File: src/inc/grant_id_pkg.sv
// shared constants and carrier types for the grant identifier decoder
`default_nettype none
package grant_id_pkg;
  localparam int SID_W = 14;
  localparam int IUC_W = 4;
  localparam int SLOT_W = 10;
  localparam int PID_W = 13;
  localparam int PRIO_W = 3;
  localparam int NIB_W = 4;

  // well-known service flow identifiers
  localparam logic [SID_W-1:0] SID_NO_MODEM = 14'h0000;
  localparam logic [SID_W-1:0] SID_INIT_RANGING = 14'h0000;
  localparam logic [SID_W-1:0] SID_ALL_MODEM = 14'h3fff;
  localparam logic [9:0] SID_MCAST_HI = 10'h3ff;
  localparam logic [NIB_W-1:0] MCAST_N_MIN = 4'h1;
  localparam logic [NIB_W-1:0] MCAST_N_MAX = 4'he;
  localparam logic [5:0] SID_PRIO_HI = 6'h3e;
  localparam int MCAST_HI_LSB = 4;
  localparam int PRIO_HI_LSB = 8;

  // interval usage codes; plain defaults, adjust to the upstream profile in use
  localparam logic [IUC_W-1:0] IUC_REQUEST = 4'h1;
  localparam logic [IUC_W-1:0] IUC_REQ_DATA = 4'h2;
  localparam logic [IUC_W-1:0] IUC_INIT_MAINT = 4'h3;

  // destination addresses, first octet in bits 47:40
  localparam logic [47:0] MAC_ALL_MODEM = 48'h01e02f000001;
  localparam logic [43:0] MAC_RSVD_HI = 44'h01e02f00000;
  localparam logic [3:0] MAC_RSVD_LO_MIN = 4'h2;
  localparam int MAC_RSVD_HI_LSB = 4;
  localparam int MAC_GROUP_BIT = 40;

  localparam logic [PID_W-1:0] PID_DATA = 13'h1ffe;

  // carrier watchdog: longest legal burst, as a time, and in clock cycles
  localparam int CLK_PERIOD_NS = 8;
  localparam int TX_LIMIT_US = 2000;
  localparam int TX_LIMIT_CYCLES = (TX_LIMIT_US * 1000) / CLK_PERIOD_NS;

  typedef enum logic [2:0] {
    CLS_NONE,
    CLS_UNICAST,
    CLS_NO_MODEM,
    CLS_ALL_MODEM,
    CLS_MULTICAST,
    CLS_PRIORITY,
    CLS_OTHER
  } sid_class_e;

  typedef struct packed {
    logic valid;
    logic [SID_W-1:0] service_flow_id;
    logic [IUC_W-1:0] interval_usage_code;
    logic [SLOT_W-1:0] tx_offset;
    logic [SLOT_W-1:0] tx_len;
  } grant_entry_s;

  typedef struct packed {
    logic valid;
    sid_class_e cls;
    logic usable;
    logic prio_ok;
    logic [NIB_W-1:0] spacing;
  } grant_decision_s;
endpackage
`default_nettype wire

File: src/slot_spacing_check.sv
// start-spacing and size check for size-limited multicast intervals
`default_nettype none
module slot_spacing_check #(
  parameter int SLOT_W = grant_id_pkg::SLOT_W
) (
  // interval limit
  input wire logic [grant_id_pkg::NIB_W-1:0] spacing,
  // planned burst
  input wire logic [SLOT_W-1:0] tx_offset,
  input wire logic [SLOT_W-1:0] tx_len,
  // verdict
  output logic fits
);
  logic [SLOT_W-1:0] n_wide;
  logic [SLOT_W-1:0] rem;

  always_comb begin
    n_wide = SLOT_W'(spacing);
    rem = (spacing == '0) ? '1 : SLOT_W'(tx_offset % n_wide);
    // offset counts from the interval's first mini-slot, so slot zero is a legal start for any nonzero spacing
    fits = (spacing != '0) && (rem == '0) && (tx_len != '0) && (tx_len <= n_wide);
  end
endmodule
`default_nettype wire

File: src/mac_dest_filter.sv
// destination address classification for the modem mac sublayer
`default_nettype none
module mac_dest_filter (
  // destination as received, first octet in bits 47:40
  input wire logic [47:0] dest_addr,
  // classification
  output logic all_modem,
  output logic reserved,
  output logic group
);
  always_comb begin
    // octets keep wire order and each octet's lsb went first, so bit 40 is the group bit
    group = dest_addr[grant_id_pkg::MAC_GROUP_BIT];
    all_modem = (dest_addr == grant_id_pkg::MAC_ALL_MODEM);
    reserved = (dest_addr[47:grant_id_pkg::MAC_RSVD_HI_LSB] == grant_id_pkg::MAC_RSVD_HI)
      && (dest_addr[grant_id_pkg::MAC_RSVD_HI_LSB-1:0] >= grant_id_pkg::MAC_RSVD_LO_MIN);
  end
endmodule
`default_nettype wire

File: src/grant_id_decoder.sv
// well-known identifier decoder, destination filter and carrier watchdog of the cable modem
`default_nettype none
module grant_id_decoder #(
  parameter int NUM_OWN_IDS = 4,
  parameter int TX_LIMIT_CYCLES = grant_id_pkg::TX_LIMIT_CYCLES
) (
  // clock and reset
  input wire logic clk,
  input wire logic rst,
  // grant entry from the map parser
  input wire grant_id_pkg::grant_entry_s grant_entry,
  // modem context
  input wire logic unicast_assigned,
  input wire logic [grant_id_pkg::SID_W-1:0] own_ids [NUM_OWN_IDS],
  input wire logic [NUM_OWN_IDS-1:0] own_id_valid,
  input wire logic want_request,
  input wire logic [grant_id_pkg::PRIO_W-1:0] flow_priority,
  // received frame destination
  input wire logic dest_valid,
  input wire logic [47:0] dest_addr,
  // transport packet header
  input wire logic pid_valid,
  input wire logic [grant_id_pkg::PID_W-1:0] pid,
  // transmitter carrier state
  input wire logic carrier_on,
  input wire logic rf_cutoff_clear,
  // grant decision
  output grant_id_pkg::grant_decision_s decision,
  output logic [grant_id_pkg::SID_W-1:0] tx_service_flow_id,
  // frame verdicts
  output logic frame_accept,
  output logic frame_no_forward,
  output logic data_packet,
  // watchdog
  output logic rf_cutoff
);
  localparam int CNT_W = $clog2(TX_LIMIT_CYCLES + 1);
  localparam logic [CNT_W-1:0] CNT_LIMIT = CNT_W'(TX_LIMIT_CYCLES);
  localparam logic [CNT_W-1:0] CNT_ONE = CNT_W'(1);

  typedef struct packed {
    grant_id_pkg::grant_decision_s dec;
    logic [grant_id_pkg::SID_W-1:0] tx_sid;
    logic accept;
    logic no_forward;
    logic data_pkt;
    logic [CNT_W-1:0] on_cnt;
    logic cutoff;
  } state_s;

  state_s state_reg;
  state_s state_next;

  logic [NUM_OWN_IDS-1:0] own_match;
  logic own_hit;
  logic mcast_fits;
  logic dest_all_modem;
  logic dest_reserved;
  logic dest_group;
  logic [grant_id_pkg::NIB_W-1:0] sid_digit;

  function automatic logic is_mcast_sid(input logic [grant_id_pkg::SID_W-1:0] service_flow_id);
    logic [grant_id_pkg::NIB_W-1:0] n;
    n = service_flow_id[grant_id_pkg::NIB_W-1:0];
    is_mcast_sid = (service_flow_id[grant_id_pkg::SID_W-1:grant_id_pkg::MCAST_HI_LSB] == grant_id_pkg::SID_MCAST_HI)
      && (n >= grant_id_pkg::MCAST_N_MIN) && (n <= grant_id_pkg::MCAST_N_MAX);
  endfunction

  function automatic logic is_prio_sid(input logic [grant_id_pkg::SID_W-1:0] service_flow_id);
    is_prio_sid = (service_flow_id[grant_id_pkg::SID_W-1:grant_id_pkg::PRIO_HI_LSB] == grant_id_pkg::SID_PRIO_HI);
  endfunction

  assign sid_digit = grant_entry.service_flow_id[grant_id_pkg::NIB_W-1:0];

  // one comparator per identifier the head end handed to this modem
  generate
    for (genvar i = 0; i < NUM_OWN_IDS; i++) begin : g_own
      assign own_match[i] = unicast_assigned && own_id_valid[i] && (own_ids[i] == grant_entry.service_flow_id);
    end
  endgenerate
  assign own_hit = |own_match;

  slot_spacing_check #(
    .SLOT_W(grant_id_pkg::SLOT_W)
  ) u_spacing (
    .spacing(sid_digit),
    .tx_offset(grant_entry.tx_offset),
    .tx_len(grant_entry.tx_len),
    .fits(mcast_fits)
  );

  mac_dest_filter u_dest (
    .dest_addr(dest_addr),
    .all_modem(dest_all_modem),
    .reserved(dest_reserved),
    .group(dest_group)
  );

  always_comb begin
    state_next = state_reg;

    // grant entry decode
    state_next.dec.valid = grant_entry.valid;
    state_next.dec.cls = grant_id_pkg::CLS_NONE;
    state_next.dec.usable = 1'b0;
    state_next.dec.prio_ok = 1'b0;
    state_next.dec.spacing = '0;
    if (grant_entry.valid) begin
      if (own_hit) begin
        state_next.dec.cls = grant_id_pkg::CLS_UNICAST;
        state_next.dec.usable = 1'b1;
      end else if (grant_entry.service_flow_id == grant_id_pkg::SID_NO_MODEM) begin
        state_next.dec.cls = grant_id_pkg::CLS_NO_MODEM;
        state_next.dec.usable = 1'b0;
      end else if (grant_entry.service_flow_id == grant_id_pkg::SID_ALL_MODEM) begin
        state_next.dec.cls = grant_id_pkg::CLS_ALL_MODEM;
        state_next.dec.usable = 1'b1;
      end else if (is_mcast_sid(grant_entry.service_flow_id)) begin
        state_next.dec.cls = grant_id_pkg::CLS_MULTICAST;
        state_next.dec.spacing = sid_digit;
        state_next.dec.usable = (grant_entry.interval_usage_code == grant_id_pkg::IUC_REQ_DATA) && mcast_fits;
      end else if (is_prio_sid(grant_entry.service_flow_id)) begin
        state_next.dec.cls = grant_id_pkg::CLS_PRIORITY;
        state_next.dec.prio_ok = grant_entry.service_flow_id[flow_priority];
        state_next.dec.usable = (grant_entry.interval_usage_code == grant_id_pkg::IUC_REQUEST)
          && grant_entry.service_flow_id[flow_priority] && want_request;
      end else begin
        // someone else's unicast identifier
        state_next.dec.cls = grant_id_pkg::CLS_OTHER;
        state_next.dec.usable = 1'b0;
      end
      // no grant is used while the transmitter is cut off
      if (state_reg.cutoff) begin
        state_next.dec.usable = 1'b0;
      end
    end

    if (unicast_assigned && own_id_valid[0]) begin
      state_next.tx_sid = own_ids[0];
    end else begin
      state_next.tx_sid = grant_id_pkg::SID_INIT_RANGING;
    end

    // received frame verdicts, held until the next destination arrives
    if (dest_valid) begin
      state_next.accept = dest_all_modem;
      state_next.no_forward = dest_reserved && dest_group;
    end

    if (pid_valid) begin
      state_next.data_pkt = (pid == grant_id_pkg::PID_DATA);
    end else begin
      state_next.data_pkt = 1'b0;
    end

    if (!carrier_on) begin
      state_next.on_cnt = '0;
    end else if (state_reg.on_cnt != CNT_LIMIT) begin
      state_next.on_cnt = state_reg.on_cnt + CNT_ONE;
    end
    // a new trip in the same cycle as a clear keeps the cutoff set
    if (carrier_on && (state_reg.on_cnt == CNT_LIMIT)) begin
      state_next.cutoff = 1'b1;
    end else if (rf_cutoff_clear) begin
      state_next.cutoff = 1'b0;
    end
  end

  always_ff @(posedge clk or posedge rst) begin
    if (rst) begin
      state_reg <= '0;
    end else begin
      state_reg <= state_next;
    end
  end

  assign decision = state_reg.dec;
  assign tx_service_flow_id = state_reg.tx_sid;
  assign frame_accept = state_reg.accept;
  assign frame_no_forward = state_reg.no_forward;
  assign data_packet = state_reg.data_pkt;
  // cutoff gates the rf enable outside this block
  assign rf_cutoff = state_reg.cutoff;
endmodule
`default_nettype wire

File: config.mk
export PLATFORM = sky130hd
export DESIGN_NAME = grant_id_decoder
export DESIGN_NICKNAME = d
export VERILOG_FILES = /design/src/inc/grant_id_pkg.sv /design/src/slot_spacing_check.sv /design/src/mac_dest_filter.sv /design/src/grant_id_decoder.sv
export SDC_FILE = /design/constraint.sdc
export NUM_CORES = 1
export LEC_CHECK = 0
export BUFFER_PORTS_ARGS = -buffer_cell sky130_fd_sc_hd__buf_4
export CAP_MARGIN = 20
export CORE_ASPECT_RATIO = 1.75
export CORE_MARGIN = 5
export CORE_UTILIZATION = 41
export DETAILED_ROUTE_END_ITERATION = 6
export GPL_ROUTABILITY_DRIVEN = 0
export PLACE_DENSITY = 0.76
export SLEW_MARGIN = 20
export SYNTH_ARGS = -nofsm -noshare
export SYNTH_HDL_FRONTEND = slang
export SYNTH_HIERARCHICAL = 1
export SYNTH_SLANG_ARGS = --single-unit
File: constraint.sdc
create_clock -name clk -period 1.5 [get_ports clk]
set_input_delay 0 -clock clk [delete_from_list [all_inputs] [get_ports clk]]
set_output_delay 0 -clock clk [all_outputs]
set_load 0.005 [all_outputs]
== After elaboration in Yosys (flattened, before gate mapping) ==
Cells that the tools add are included.
Widths: inputs -> output; s select.
Word-level totals
  register bits after elaboration: 46
  input port bits: 171
  output and inout bits: 28
  logic and storage cells: 81
Operators by class
  $add $sub $neg: 1
  div/mod/pow operators: 1
  $lt $le $gt $ge: 5
  equality and inequality tests: 15
  muxes and demuxes: 22
  reductions and logical operators: 26
Operator list (number)
  $eq 14x14->1: 4
  $eq 48x41->1 const B: 1
  $eq 44x37->1 const B: 1
  $mux 18: 2
  $logic_and 1x1->1: 19
  $add 18x1->18 const B: 1
  $eq 18x18->1 const B: 1
  $ne 18x18->1 const B: 1
  $mux 4: 4
  $mux 5: 3
  $eq 14x14->1 const B: 1
  $logic_not 14->1: 1
  $mux 14: 1
  $eq 13x13->1 const B: 1
  $eq 10x10->1 const B: 1
  $le 10x4->1: 1
  $logic_not 10->1: 1
  $mod 10x4->10: 1
  $mux 10: 1
  $reduce_bool 10->1: 1
  $mux 9: 1
  $mux 1: 7
  $eq 6x6->1 const B: 1
  $mux 3: 2
  12 further kinds: 12

== Longest topological paths before layout ==
Gate-level depths: netlist of the first run.
  depth after elaboration: 13
  mapped depth: 79
  mapped depth without buffers: 76

== By module ==
Netlist of the first run, hierarchy kept.
Modules (own cells, without submodules)
  grant_id_decoder: instances 1, cells an instance 308, area each 3026.7 µm², sequential area each 1151.1 µm²
  slot_spacing_check: instances 1, cells an instance 301, area each 2137.0 µm², sequential area each 0.0 µm²
  mac_dest_filter: instances 1, cells an instance 22, area each 155.1 µm², sequential area each 0.0 µm²

== Worst setup path before layout of the first run ==
Ideal clock, no wire load.
  kind: input port to flip-flop
  from: input port grant_entry[24] (netlist name)
  to: register state_reg, in the netlist decision[5]
  setup time: 0.067 ns
  arrival time: 13.283 ns
  data required time: 1.433 ns
  slack: -11.850 ns
  stages: 72
  buffers on the path: 2
  path through: inv_1 > ha_1 > nor4b_1 > a2bb2oi_1 > ha_1 > nor4b_1 > o21ai_0 > o21ai_1 > inv_1 > ha_1 > nor2_1 > a211o_1 > or3b_1 > nand2_1 > ha_1 > a21o_1 > o21ai_0 > nand2_1 > [36 not listed] > nand2b_1 > a21oi_1 > o21a_1 > o211a_1 > buf_6 > nor2b_1 > a21oi_1 > inv_1 > fa_1 > xor2_1 > nand3_1 > nor2_1 > o211ai_1 > a2111oi_2 > nand2_1 > or4_1 > a211oi_1 > o311a_1
RTL lines
  start: declaration: RTL line grant_id_decoder.sv:11  | input wire grant_id_pkg::grant_entry_s grant_entry,
  end signal: assignment: RTL line grant_id_decoder.sv:173  | state_reg <= state_next;
  end: declaration: RTL line grant_id_decoder.sv:51  | state_s state_reg;

==> key figures, run 1 <==
Outcome
  – Status: complete, but fails checks
  – Failing checks: negative setup slack

Setup path
  – CP max stage delay: 0.48 ns
  – Required @ worst endpoint: 1.72 ns
  – Worst R2R Path Depth: 8
  – CP most frequent cell: buf_4
  – Worst R2R Setup Slack: -0.19 ns
  – CP max-delay cell: or4b_4
  – Startpoint types: input pin
  – Crit path DAT: around 13 ns
  – Critical path class: input pin to flop
  – Critical R2R Launch: state_reg[1]
  – Worst Setup End Kind: flop
  – RR Endpoint: state_reg[2]
  – Maximum fanout along the worst path: 6

Die
  – DIE HEIGHT: roughly 160 µm
  – Row Count: 55
  – Ports: roughly 200
  – Initial core utilization: 41.33%
  – Die extent in x: approximately 96 µm
  – Die area: roughly 15000 µm²
  – Core box area: 12870 µm²

STA
  – Maximum clock frequency: slightly below 80 MHz
  – Setup violations, final: 13
  – PnR worst setup slack: -11.45 ns
  – Post-route minimum period: 12.95 ns
  – Hold violation count in the final report: 0
  – Slew @ Worst Pin: around 0.54 ns
  – Slew margin rel.: 63.80%
  – Final Max Slew Viols: 0
  – Tcrit/Tclk final: 863.3%
  – RSZ-0062 raised after global routing: true
  – Clock Skew: 0.003267 ns

Yosys
  – Cell taking the most area after synthesis: dfrtp_1
  – Post-Synth Simple-Gate Area: between 20 and 30%
  – XOR/XNOR share of the synthesized area: 13.34%
  – Synth top area share: 21.64%
  – Avg Cell Area, Syn: around 8.4 µm²
  – Synth top area cells: dfrtp_1 (22%), xor2_1 (11%), ha_1 (9.9%)
  – YS warnings: 6
  – Synthesized area: 5319 µm²
  – Most common cell in the netlist: xor2_1
  – Cell variety after synth: 71
  – Post-synth net total: between 800 and 900
  – Sequential-to-total area share from yosys stat: ~22%
  – Compound-gate portion of the synthesized area: between 10% and 20%
  – Main combinational cell family by area after synthesis: simple AND/OR/NAND/NOR gates
  – Share of synthesized flip-flops with an asynchronous set or reset: 100.0%
  – Post-synth top flop: dfrtp_1
  – Adder-Cell Fraction of Synth Area: 10.26%
  – Cells after Synth: between 600 and 700
  – Mux cell area share after synthesis: 4.211%
  – Yosys reg bits: 46
  – Post-synth EDFFs: 0
  – Most frequent cells after synthesis: xor2_1 (67), dfrtp_1 (46), ha_1 (42)

Cells and area
  – Final non-filler cell total: 1205
  – Max FFs per register: 18
  – Antenna Cells: 0
  – Ratio of cells with drive above 1 in the final layout: between 50% and 60%
  – Design Area, Final: between 9000 and 10000 µm²
  – Synth-to-layout area growth: 74.92%
  – Nets: approximately 1.2k
  – Filler cells: 880

Global route
  – Global-route wire length before repair: 36990 µm
  – Initial antenna violation count: 0
  – Number of global-route vias before repair: 7189
  – GRT Residual Overflow: 0
  – Largest net degree at the start of global routing: 22
  – Overall Global Routing Usage: 31.16%

Power and ir drop
  – PwrDens: approximately 2100 nW/µm²
  – Worst vdd ir: ~2.1 mV
  – Clock share of power: about 5.4%
  – Sequential Power Share: between 6 and 7%
  – P_int: 10.61 mW
  – Net switching power: approximately 9 mW
  – Leak: between 4 and 5 nW
  – Comb pwr share: roughly 90%
  – Switch share: 45.45%

Hold path
  – Worst hold start: pid[3]
  – Worst Hold Class: input pin to flop
  – Hold Path Cell Cnt: 3
  – WHS Endpoint: data_packet

CTS
  – TritonCTS Sinks: 46
  – H-tree depth: 2
  – Skew-Pair Late Insertion Delay: between 0.2 and 0.3 ns
  – CTS root buffer: clkbuf_16
  – Num CTS Buffers: 5
  – CTS tree: built
  – Clock buffer depth: 2
  – Reg clk slew, reported paths: 0.06 ns

Place
  – Post-DP Area: a little under 8000 µm²
  – Post-Place Cells: about 1.1k
  – DP HPWL: about 16000 µm
  – I/O Buffers: approximately 200
  – Pre-CTS setup slack: -11.66 ns

Route
  – Post-DRT Antenna Nets: 0
  – M1 wire length: 8127 µm
  – WL met2: about 13000 µm
  – DR vias: 6797
  – Total routed wirelength: ~25000 µm
  – Vias/cell: around 5.6
  – Top layer in use: met4
  – DR WL met3: roughly 1900 µm
  – DR WL/cell: between 20 and 25 µm
  – First-pass DRT Iterations: 5
  – Remaining DRCs: 0
  – Initial DRC count: approximately 370

Run
  – Maxcap violations: 0
## worst max-delay path, delay by kind of cell
kind | cells | cell delay [ns]
AO/OA/AOI/OAI | 22 | 3.76
adder cells (fa/ha/maj) | 7 | 1.83
buffers and inverters | 39 | 4.81
AND/OR/NAND/NOR | 15 | 2.77
## power groups by stage
stage	Clock (mW)	Combinational [mW]	Sequential, mW
finish	1.06	17.1	1.28
global route	1.12	18.1	1.28
CTS	1.05	15.4	1.28
detailed placement	0	13.0	1.30
global placement	0	12.8	1.30
floorplan	0	8.11	1.30
## metrics by stage
step                power (mW)  TNS, ns  hold slack [ns]  utilization [%]
CTS                      17.74   -11.53         0.003795            70.61
floorplan                9.406   -11.50          0.03143                -
detailed placement       14.34   -13.73          0.02813            61.21
finish                   19.45   -12.59          0.03406            72.30
global placement         14.09   -12.71          0.02369            61.21
global route             20.50   -14.15          0.05141            72.30
## per-layer routing
metal / up-vias / global-route usage (%)
met4: 0 / 20.14
met5: - / 0
met2: 361 / 57.41
met3: 147 / 6.701
met1: 3223 / 29.62
li1: 3066 / -
## cells in the final DEF, fill, tap and decap left out, types with 12 or more instances in the layout
cell type,instances
nand4_1,16
nor2_1,28
ha_1,32
and2_1,17
dfrtp_1,44
buf_4,416
and3_1,19
nand2_1,27
nor4_1,24
dlygate4sd3_1,27
o21ai_0,18
nor3_1,23
inv_1,32
nand3_1,12
xor2_1,67
xnor2_1,14
o21a_1,13
## cells by family after synthesis
logic type                 after synthesis
buffers and inverters                   88
xor gates and xnor gates                81
and+or+nand+nor                        248
adders and majority gates               43
muxes                                   20
AOI/OAI and AO/OA                      105
DFF                                     46
## cell type report
type,instances,area [µm²],area share (%)
tap,171,214.0,2.300
inverter,34,131.4,1.412
clock buffer,6,128.9,1.385
clock inverter,1,7.507,0.08069
multi-input combinational,497,4174,44.86
timing repair buffer,450,3495,37.56
sequential,46,1154,12.40
## worst max-delay path by stage
| stage | start | endpoint | slack [ns] | cells past startpoint |
|---|---|---|---|---|
| 6_report | grant_entry[24] | decision[5] | -11.45 | 83 |
| 5_1_grt | grant_entry[24] | decision[5] | -12.00 | 71 |
| 4_1_cts | grant_entry[24] | decision[5] | -10.70 | 72 |
| 3_5_place_dp | grant_entry[24] | decision[5] | -11.66 | 75 |
| 3_3_place_gp | grant_entry[24] | decision[5] | -11.14 | 72 |
| 2_1_floorplan | grant_entry[24] | decision[5] | -11.21 | 73 |
## what timing repair did
action / 4_1_cts / 5_1_grt
setup endpoints to repair: 14 / 26
pin swaps: 38 / 22
resized for setup: 41 / 34
hold buffers: 27 / 0
cloned: 0 / 1
setup buffers: 78 / 5
endpoints found under the hold margin: 40 / 0
(Power assumes the default switching activity.)
==> run 2: changes to the inputs <==
--- a/config.mk
+++ b/config.mk
@@ -12,7 +12,7 @@
 export CORE_UTILIZATION = 41
 export DETAILED_ROUTE_END_ITERATION = 6
 export GPL_ROUTABILITY_DRIVEN = 0
-export PLACE_DENSITY = 0.76
+export PLACE_DENSITY = 0.74
 export SLEW_MARGIN = 20
 export SYNTH_ARGS = -nofsm -noshare
 export SYNTH_HDL_FRONTEND = slang
==> constraint.sdc (replaced) <==
create_clock -name clk -period 12.9 [get_ports clk]
set_input_delay 0 -clock clk [delete_from_list [all_inputs] [get_ports clk]]
set_output_delay 0 -clock clk [all_outputs]
set_load 0.005 [all_outputs]
==> key figures, run 2 (synthesized netlist as in run 1, its figures left out) <==
Power and ir drop
  – PwrDens: about 220 nW/µm²
  – Worst vdd ir: about 0.19 mV
  – Leak: around 3.7 nW

Cells and area
  – Synth-to-layout area growth: 44.88%
  – Filler cells: ~1.1k
  – Most frequent cells in the layout: buf_4 (253), xor2_1 (67), dfrtp_1 (46)
  – Core Util, Final: 59.88%
  – Ratio of cells with drive above 1 in the final layout: about two fifths
  – Antenna Cells: 0
  – Most common cell after layout, fill and taps aside: buf_4
  – Max FFs per register: 18
  – Nets: about 1.1k

Setup path
  – Crit path DAT: ~13 ns
  – CP most frequent cell: o21a_1
  – CP max-delay cell: or4b_4
  – Startpoint types: input pin
  – Worst R2R Path Depth: 5
  – Required @ worst endpoint: around 13 ns
  – RR Endpoint: state_reg[16]
  – CP max stage delay: between 0.4 and 0.5 ns
  – Critical path class: input pin to flop
  – Worst R2R Setup Slack: 11.03 ns
  – Maximum fanout along the worst path: 6
  – Worst Setup End Kind: flop
  – Critical R2R Launch: state_reg[3]

CTS
  – Skew-Pair Late Insertion Delay: slightly below 0.3 ns
  – CTS root buffer: clkbuf_16
  – Reg clk slew, reported paths: 0.07 ns
  – CTS tree: built
  – H-tree depth: 2
  – Num CTS Buffers: 5
  – TritonCTS Sinks: 46
  – Clock buffer depth: 2

STA
  – Maximum clock frequency: between 80 and 90 MHz
  – RSZ-0062 raised after global routing: true
  – Total negative slack: 0 ns
  – Clock Skew: between 0.005 and 0.006 ns
  – Hold violation count in the final report: 0
  – Tcrit/Tclk final: 96.52%
  – Post-route minimum period: approximately 12 ns
  – Slew @ Worst Pin: 0.9521 ns
  – Setup violations, final: 0
  – Slew margin rel.: between 30% and 40%
  – Final Max Slew Viols: 0

Route
  – Vias/cell: approximately 5.5
  – First-pass DRT Iterations: 5
  – Total routed wirelength: ~18000 µm
  – Remaining DRCs: 0
  – Post-DRT Antenna Nets: 0
  – DR vias: roughly 5.6k
  – DR WL/cell: approximately 18 µm
  – Initial DRC count: about 190

Hold path
  – WHS Endpoint: state_reg[3]
  – Worst Hold Class: input pin to flop
  – Hold Path Cell Cnt: 2
  – Worst hold start: carrier_on

Global route
  – Largest net degree at the start of global routing: 47
  – Initial antenna violation count: 0
  – Overall Global Routing Usage: between 20% and 30%
  – Number of global-route vias before repair: 5713
  – Global-route wire length before repair: about 27000 µm
  – GRT Residual Overflow: 0

Die
  – Die extent in x: 96.10 µm
  – Core box area: 12870 µm²
  – Initial core utilization: 41.33%
  – DIE HEIGHT: 160.7 µm
  – Ports: between 150 and 200
  – Row Count: 55
  – Die area: between 15000 and 20000 µm²

Place
  – DP HPWL: ~14000 µm
  – I/O Buffers: around 200

Run
  – Maxcap violations: 0

Outcome
  – Status: finished, final reports clean
run 2: changes by cell type in the layout (fill, tap and decap cells not counted), moves of 4 or more:
cell,delta
ha_1,+5
buf_6,-5
buf_4,-163
dlygate4sd3_1,-5
nor4_1,+4
run 2: layout make-up:
type                    count  area (µm²)  area share, %
well taps                 171       214.0          2.776
multi-input cells         497        3941          51.14
repair buffers            275        2120          27.50
inverters                  34       131.4          1.705
clock buffers               5       125.1          1.624
flip-flops and latches     46        1151          14.94
clock inverters             3       23.77         0.3085
run 2: worst max path at each step:
stage                          startpoint           to  slack [ns]
after CTS                 grant_entry[24]  decision[5]        0.06
after floorplan           grant_entry[24]  decision[5]        0.03
after global placement    grant_entry[24]  decision[5]       -0.04
final                     grant_entry[24]  decision[5]        0.45
after detailed placement  grant_entry[24]  decision[5]       -0.39
after global routing      grant_entry[24]  decision[5]       -0.49
run 2: where the power goes:
| group | total (mW) | internal [mW] | leakage, nW | switching (mW) |
|---|---|---|---|---|
| sequential | 0.149 | 0.147 | 0.626 | 0.00189 |
| combinational | 1.43 | 0.690 | 3.05 | 0.744 |
| clock | 0.129 | 0.0724 | 0.0664 | 0.0569 |
run 2: what timing repair did:
item | in CTS | in global routing
gates cloned | 0 | 0
endpoints found under the hold margin | 67 | 0
buffers inserted | 0 | 18
hold buffers | 22 | 0
pin swaps | 1 | 35
gates resized for setup | 5 | 38
endpoints found under the setup margin | 1 | 1
run 2: critical path: cells and delay by family:
family | cells | cell delay, ns
AO/OA/AOI/OAI | 32 | 5.15
XOR/XNOR | 1 | 0.16
adder cells (fa/ha/maj) | 10 | 2.78
buffers and inverters | 7 | 0.61
multiplexers | 1 | 0.28
AND/OR/NAND/NOR | 22 | 3.69
run 2: stage by stage:
step	hold slack [ns]	cells	power (mW)	setup slack [ns]	area, µm²
detailed placement	0.1440	983	1.386	-0.3890	6987
CTS	0.03047	1013	1.549	0.05995	7380
finish	0.03215	1031	1.712	0.4495	7706
global route	0.04064	1031	1.852	-0.4856	7706
global placement	0.1403	983	1.378	-0.03559	6987
floorplan	0.03143	631	1.046	0.03009	5379
run 2: routing by layer:
layer	share of wire, %	track usage, %
met3	8.1	4.264
met5	0	0
met1	33	21.66
met2	55	43.16
met4	3.8	9.456
==> run 3: changes to the inputs <==
--- a/config.mk
+++ b/config.mk
@@ -5,6 +5,7 @@
 export SDC_FILE = /design/constraint.sdc
 export NUM_CORES = 1
 export LEC_CHECK = 0
+export ABC_CLOCK_PERIOD_IN_PS = 12900
 export BUFFER_PORTS_ARGS = -buffer_cell sky130_fd_sc_hd__buf_4
 export CAP_MARGIN = 20
 export CORE_ASPECT_RATIO = 1.75
@@ -13,6 +14,7 @@
 export DETAILED_ROUTE_END_ITERATION = 6
 export GPL_ROUTABILITY_DRIVEN = 0
 export PLACE_DENSITY = 0.74
+export RECOVER_POWER = 50
 export SLEW_MARGIN = 20
 export SYNTH_ARGS = -nofsm -noshare
 export SYNTH_HDL_FRONTEND = slang
==> key figures, run 3 (synthesized netlist as in run 1, its figures left out) <==
Outcome
  – Status: complete, but fails checks
  – Failing checks: max-capacitance violations, max-slew violations

Die
  – Core box area: approximately 13000 µm²
  – Ports: about 200
  – Die extent in x: between 90 and 100 µm
  – Row Count: 55
  – Die area: between 15000 and 20000 µm²
  – Initial core utilization: between 40% and 50%
  – DIE HEIGHT: between 150 and 200 µm

Cells and area
  – Ratio of cells with drive above 1 in the final layout: a little under two fifths
  – Filler cells: between 1k and 1.5k
  – Core Util, Final: between 50% and 60%
  – Synth-to-layout area growth: 43.80%
  – Nets: 1073
  – Most frequent cells in the layout: buf_4 (209), xor2_1 (67), dfrtp_1 (46)
  – Antenna Cells: 0
  – Most common cell after layout, fill and taps aside: buf_4
  – Max FFs per register: 18

Setup path
  – CP most frequent cell: o21a_1
  – CP max-delay cell: or4b_4
  – Maximum fanout along the worst path: 6
  – Critical path class: input pin to flop
  – Crit path DAT: 12.69 ns
  – Required @ worst endpoint: about 13 ns
  – Startpoint types: input pin
  – Worst Setup End Kind: flop
  – CP max stage delay: roughly 0.46 ns

CTS
  – Reg clk slew, reported paths: approximately 0.070 ns
  – TritonCTS Sinks: 46
  – Skew-Pair Late Insertion Delay: 0.29 ns
  – CTS root buffer: clkbuf_16
  – Num CTS Buffers: 5
  – H-tree depth: 2
  – Clock buffer depth: 2
  – CTS tree: built

Route
  – Remaining DRCs: 0
  – First-pass DRT Iterations: 5
  – DR WL/cell: approximately 18 µm
  – Post-DRT Antenna Nets: 0
  – Vias/cell: ~5.5
  – DR vias: 5620
  – Total routed wirelength: about 18000 µm
  – Initial DRC count: ~170

STA
  – Maximum clock frequency: around 80 MHz
  – Hold violation count in the final report: 0
  – Clock Skew: slightly below 0.006 ns
  – Tcrit/Tclk final: a little over nine tenths
  – Setup violations, final: 0
  – RSZ-0062 raised after global routing: true
  – Slew @ Worst Pin: roughly 1.7 ns
  – Final Max Slew Viols: 47
  – Post-route minimum period: between 10 and 15 ns
  – Slew margin rel.: -14.59%

Global route
  – Overall Global Routing Usage: ~22%
  – GRT Residual Overflow: 0
  – Global-route wire length before repair: 27220 µm
  – Number of global-route vias before repair: ~5.7k
  – Largest net degree at the start of global routing: 47
  – Initial antenna violation count: 0

Place
  – DP HPWL: roughly 14000 µm
  – I/O Buffers: 198

Power and ir drop
  – Leak: 3.675 nW
  – PwrDens: 224.2 nW/µm²
  – Total Power: approximately 1.7 mW
  – Worst vdd ir: 0.1907 mV

Hold path
  – Worst Hold Class: input pin to flop

Run
  – Maxcap violations: 1
==> run 3: layer usage <==
layer,track usage [%],share of wire (%),wire length (µm)
met2,43.16,56,10230
met3,4.264,7.8,1433
met1,21.66,33,6056
met5,0,0,0
met4,9.456,3.4,629
==> run 3: through the flow <==
stage / cells / setup slack, ns / hold WS (ns) / setup TNS (ns) / area (µm²)
finish: 1031 / 0.4364 / 0.02824 / 0 / 7649
global route: 1031 / -0.4856 / 0.04101 / -0.4856 / 7649
CTS: 1013 / 0.05995 / 0.03047 / 0 / 7380
detailed placement: 983 / -0.3890 / 0.1440 / -0.3890 / 6987
global placement: 983 / -0.03559 / 0.1403 / -0.03559 / 6987
floorplan: 631 / 0.03009 / 0.03143 / 0 / 5379
==> run 3: worst max-delay path: cells and delay by family <==
| kind | cells | cell delay [ns] |
|---|---|---|
| AND/OR/NAND/NOR | 22 | 3.70 |
| buffers and inverters | 7 | 0.62 |
| XOR/XNOR | 1 | 0.16 |
| multiplexers | 1 | 0.27 |
| adder cells (fa/ha/maj) | 10 | 2.78 |
| AO/OA/AOI/OAI | 32 | 5.14 |
==> run 3: area by class of cell <==
class / instances / area [µm²] / area share (%)
sequential: 46 / 1151 / 15.05
clock buffer: 5 / 125.1 / 1.636
tap: 171 / 214.0 / 2.797
inverter: 34 / 131.4 / 1.718
timing repair buffer: 275 / 2067 / 27.02
multi-input combinational: 497 / 3936 / 51.46
clock inverter: 3 / 23.77 / 0.3108
==> run 3: repair_timing <==
item | 4_1_cts | 5_1_grt
pin swaps | 1 | 35
gates resized for setup | 5 | 38
setup endpoints to repair | 1 | 1
cloned | 0 | 0
hold buffers | 22 | 0
hold endpoints to repair | 67 | 0
setup buffers | 0 | 18
==> run 3: where the power goes <==
part / leakage (nW) / switching [mW] / internal [mW]
Sequential: 0.626 / 0.00185 / 0.147
Combinational: 2.98 / 0.749 / 0.688
Clock: 0.0664 / 0.0569 / 0.0724
==> run 3: path summary, 6_finish.rpt <==
path	start	cells past startpoint	slack (ns)	endpoint
min reg2reg	frame_accept	1	0.52	frame_accept
max reg2reg	state_reg[3]	5	11.02	state_reg[16]
max	grant_entry[24]	73	0.44	decision[5]
min in group asynchronous	rst	3	0.83	frame_accept
max in group asynchronous	rst	3	11.08	state_reg[18]
min	carrier_on	2	0.03	state_reg[3]
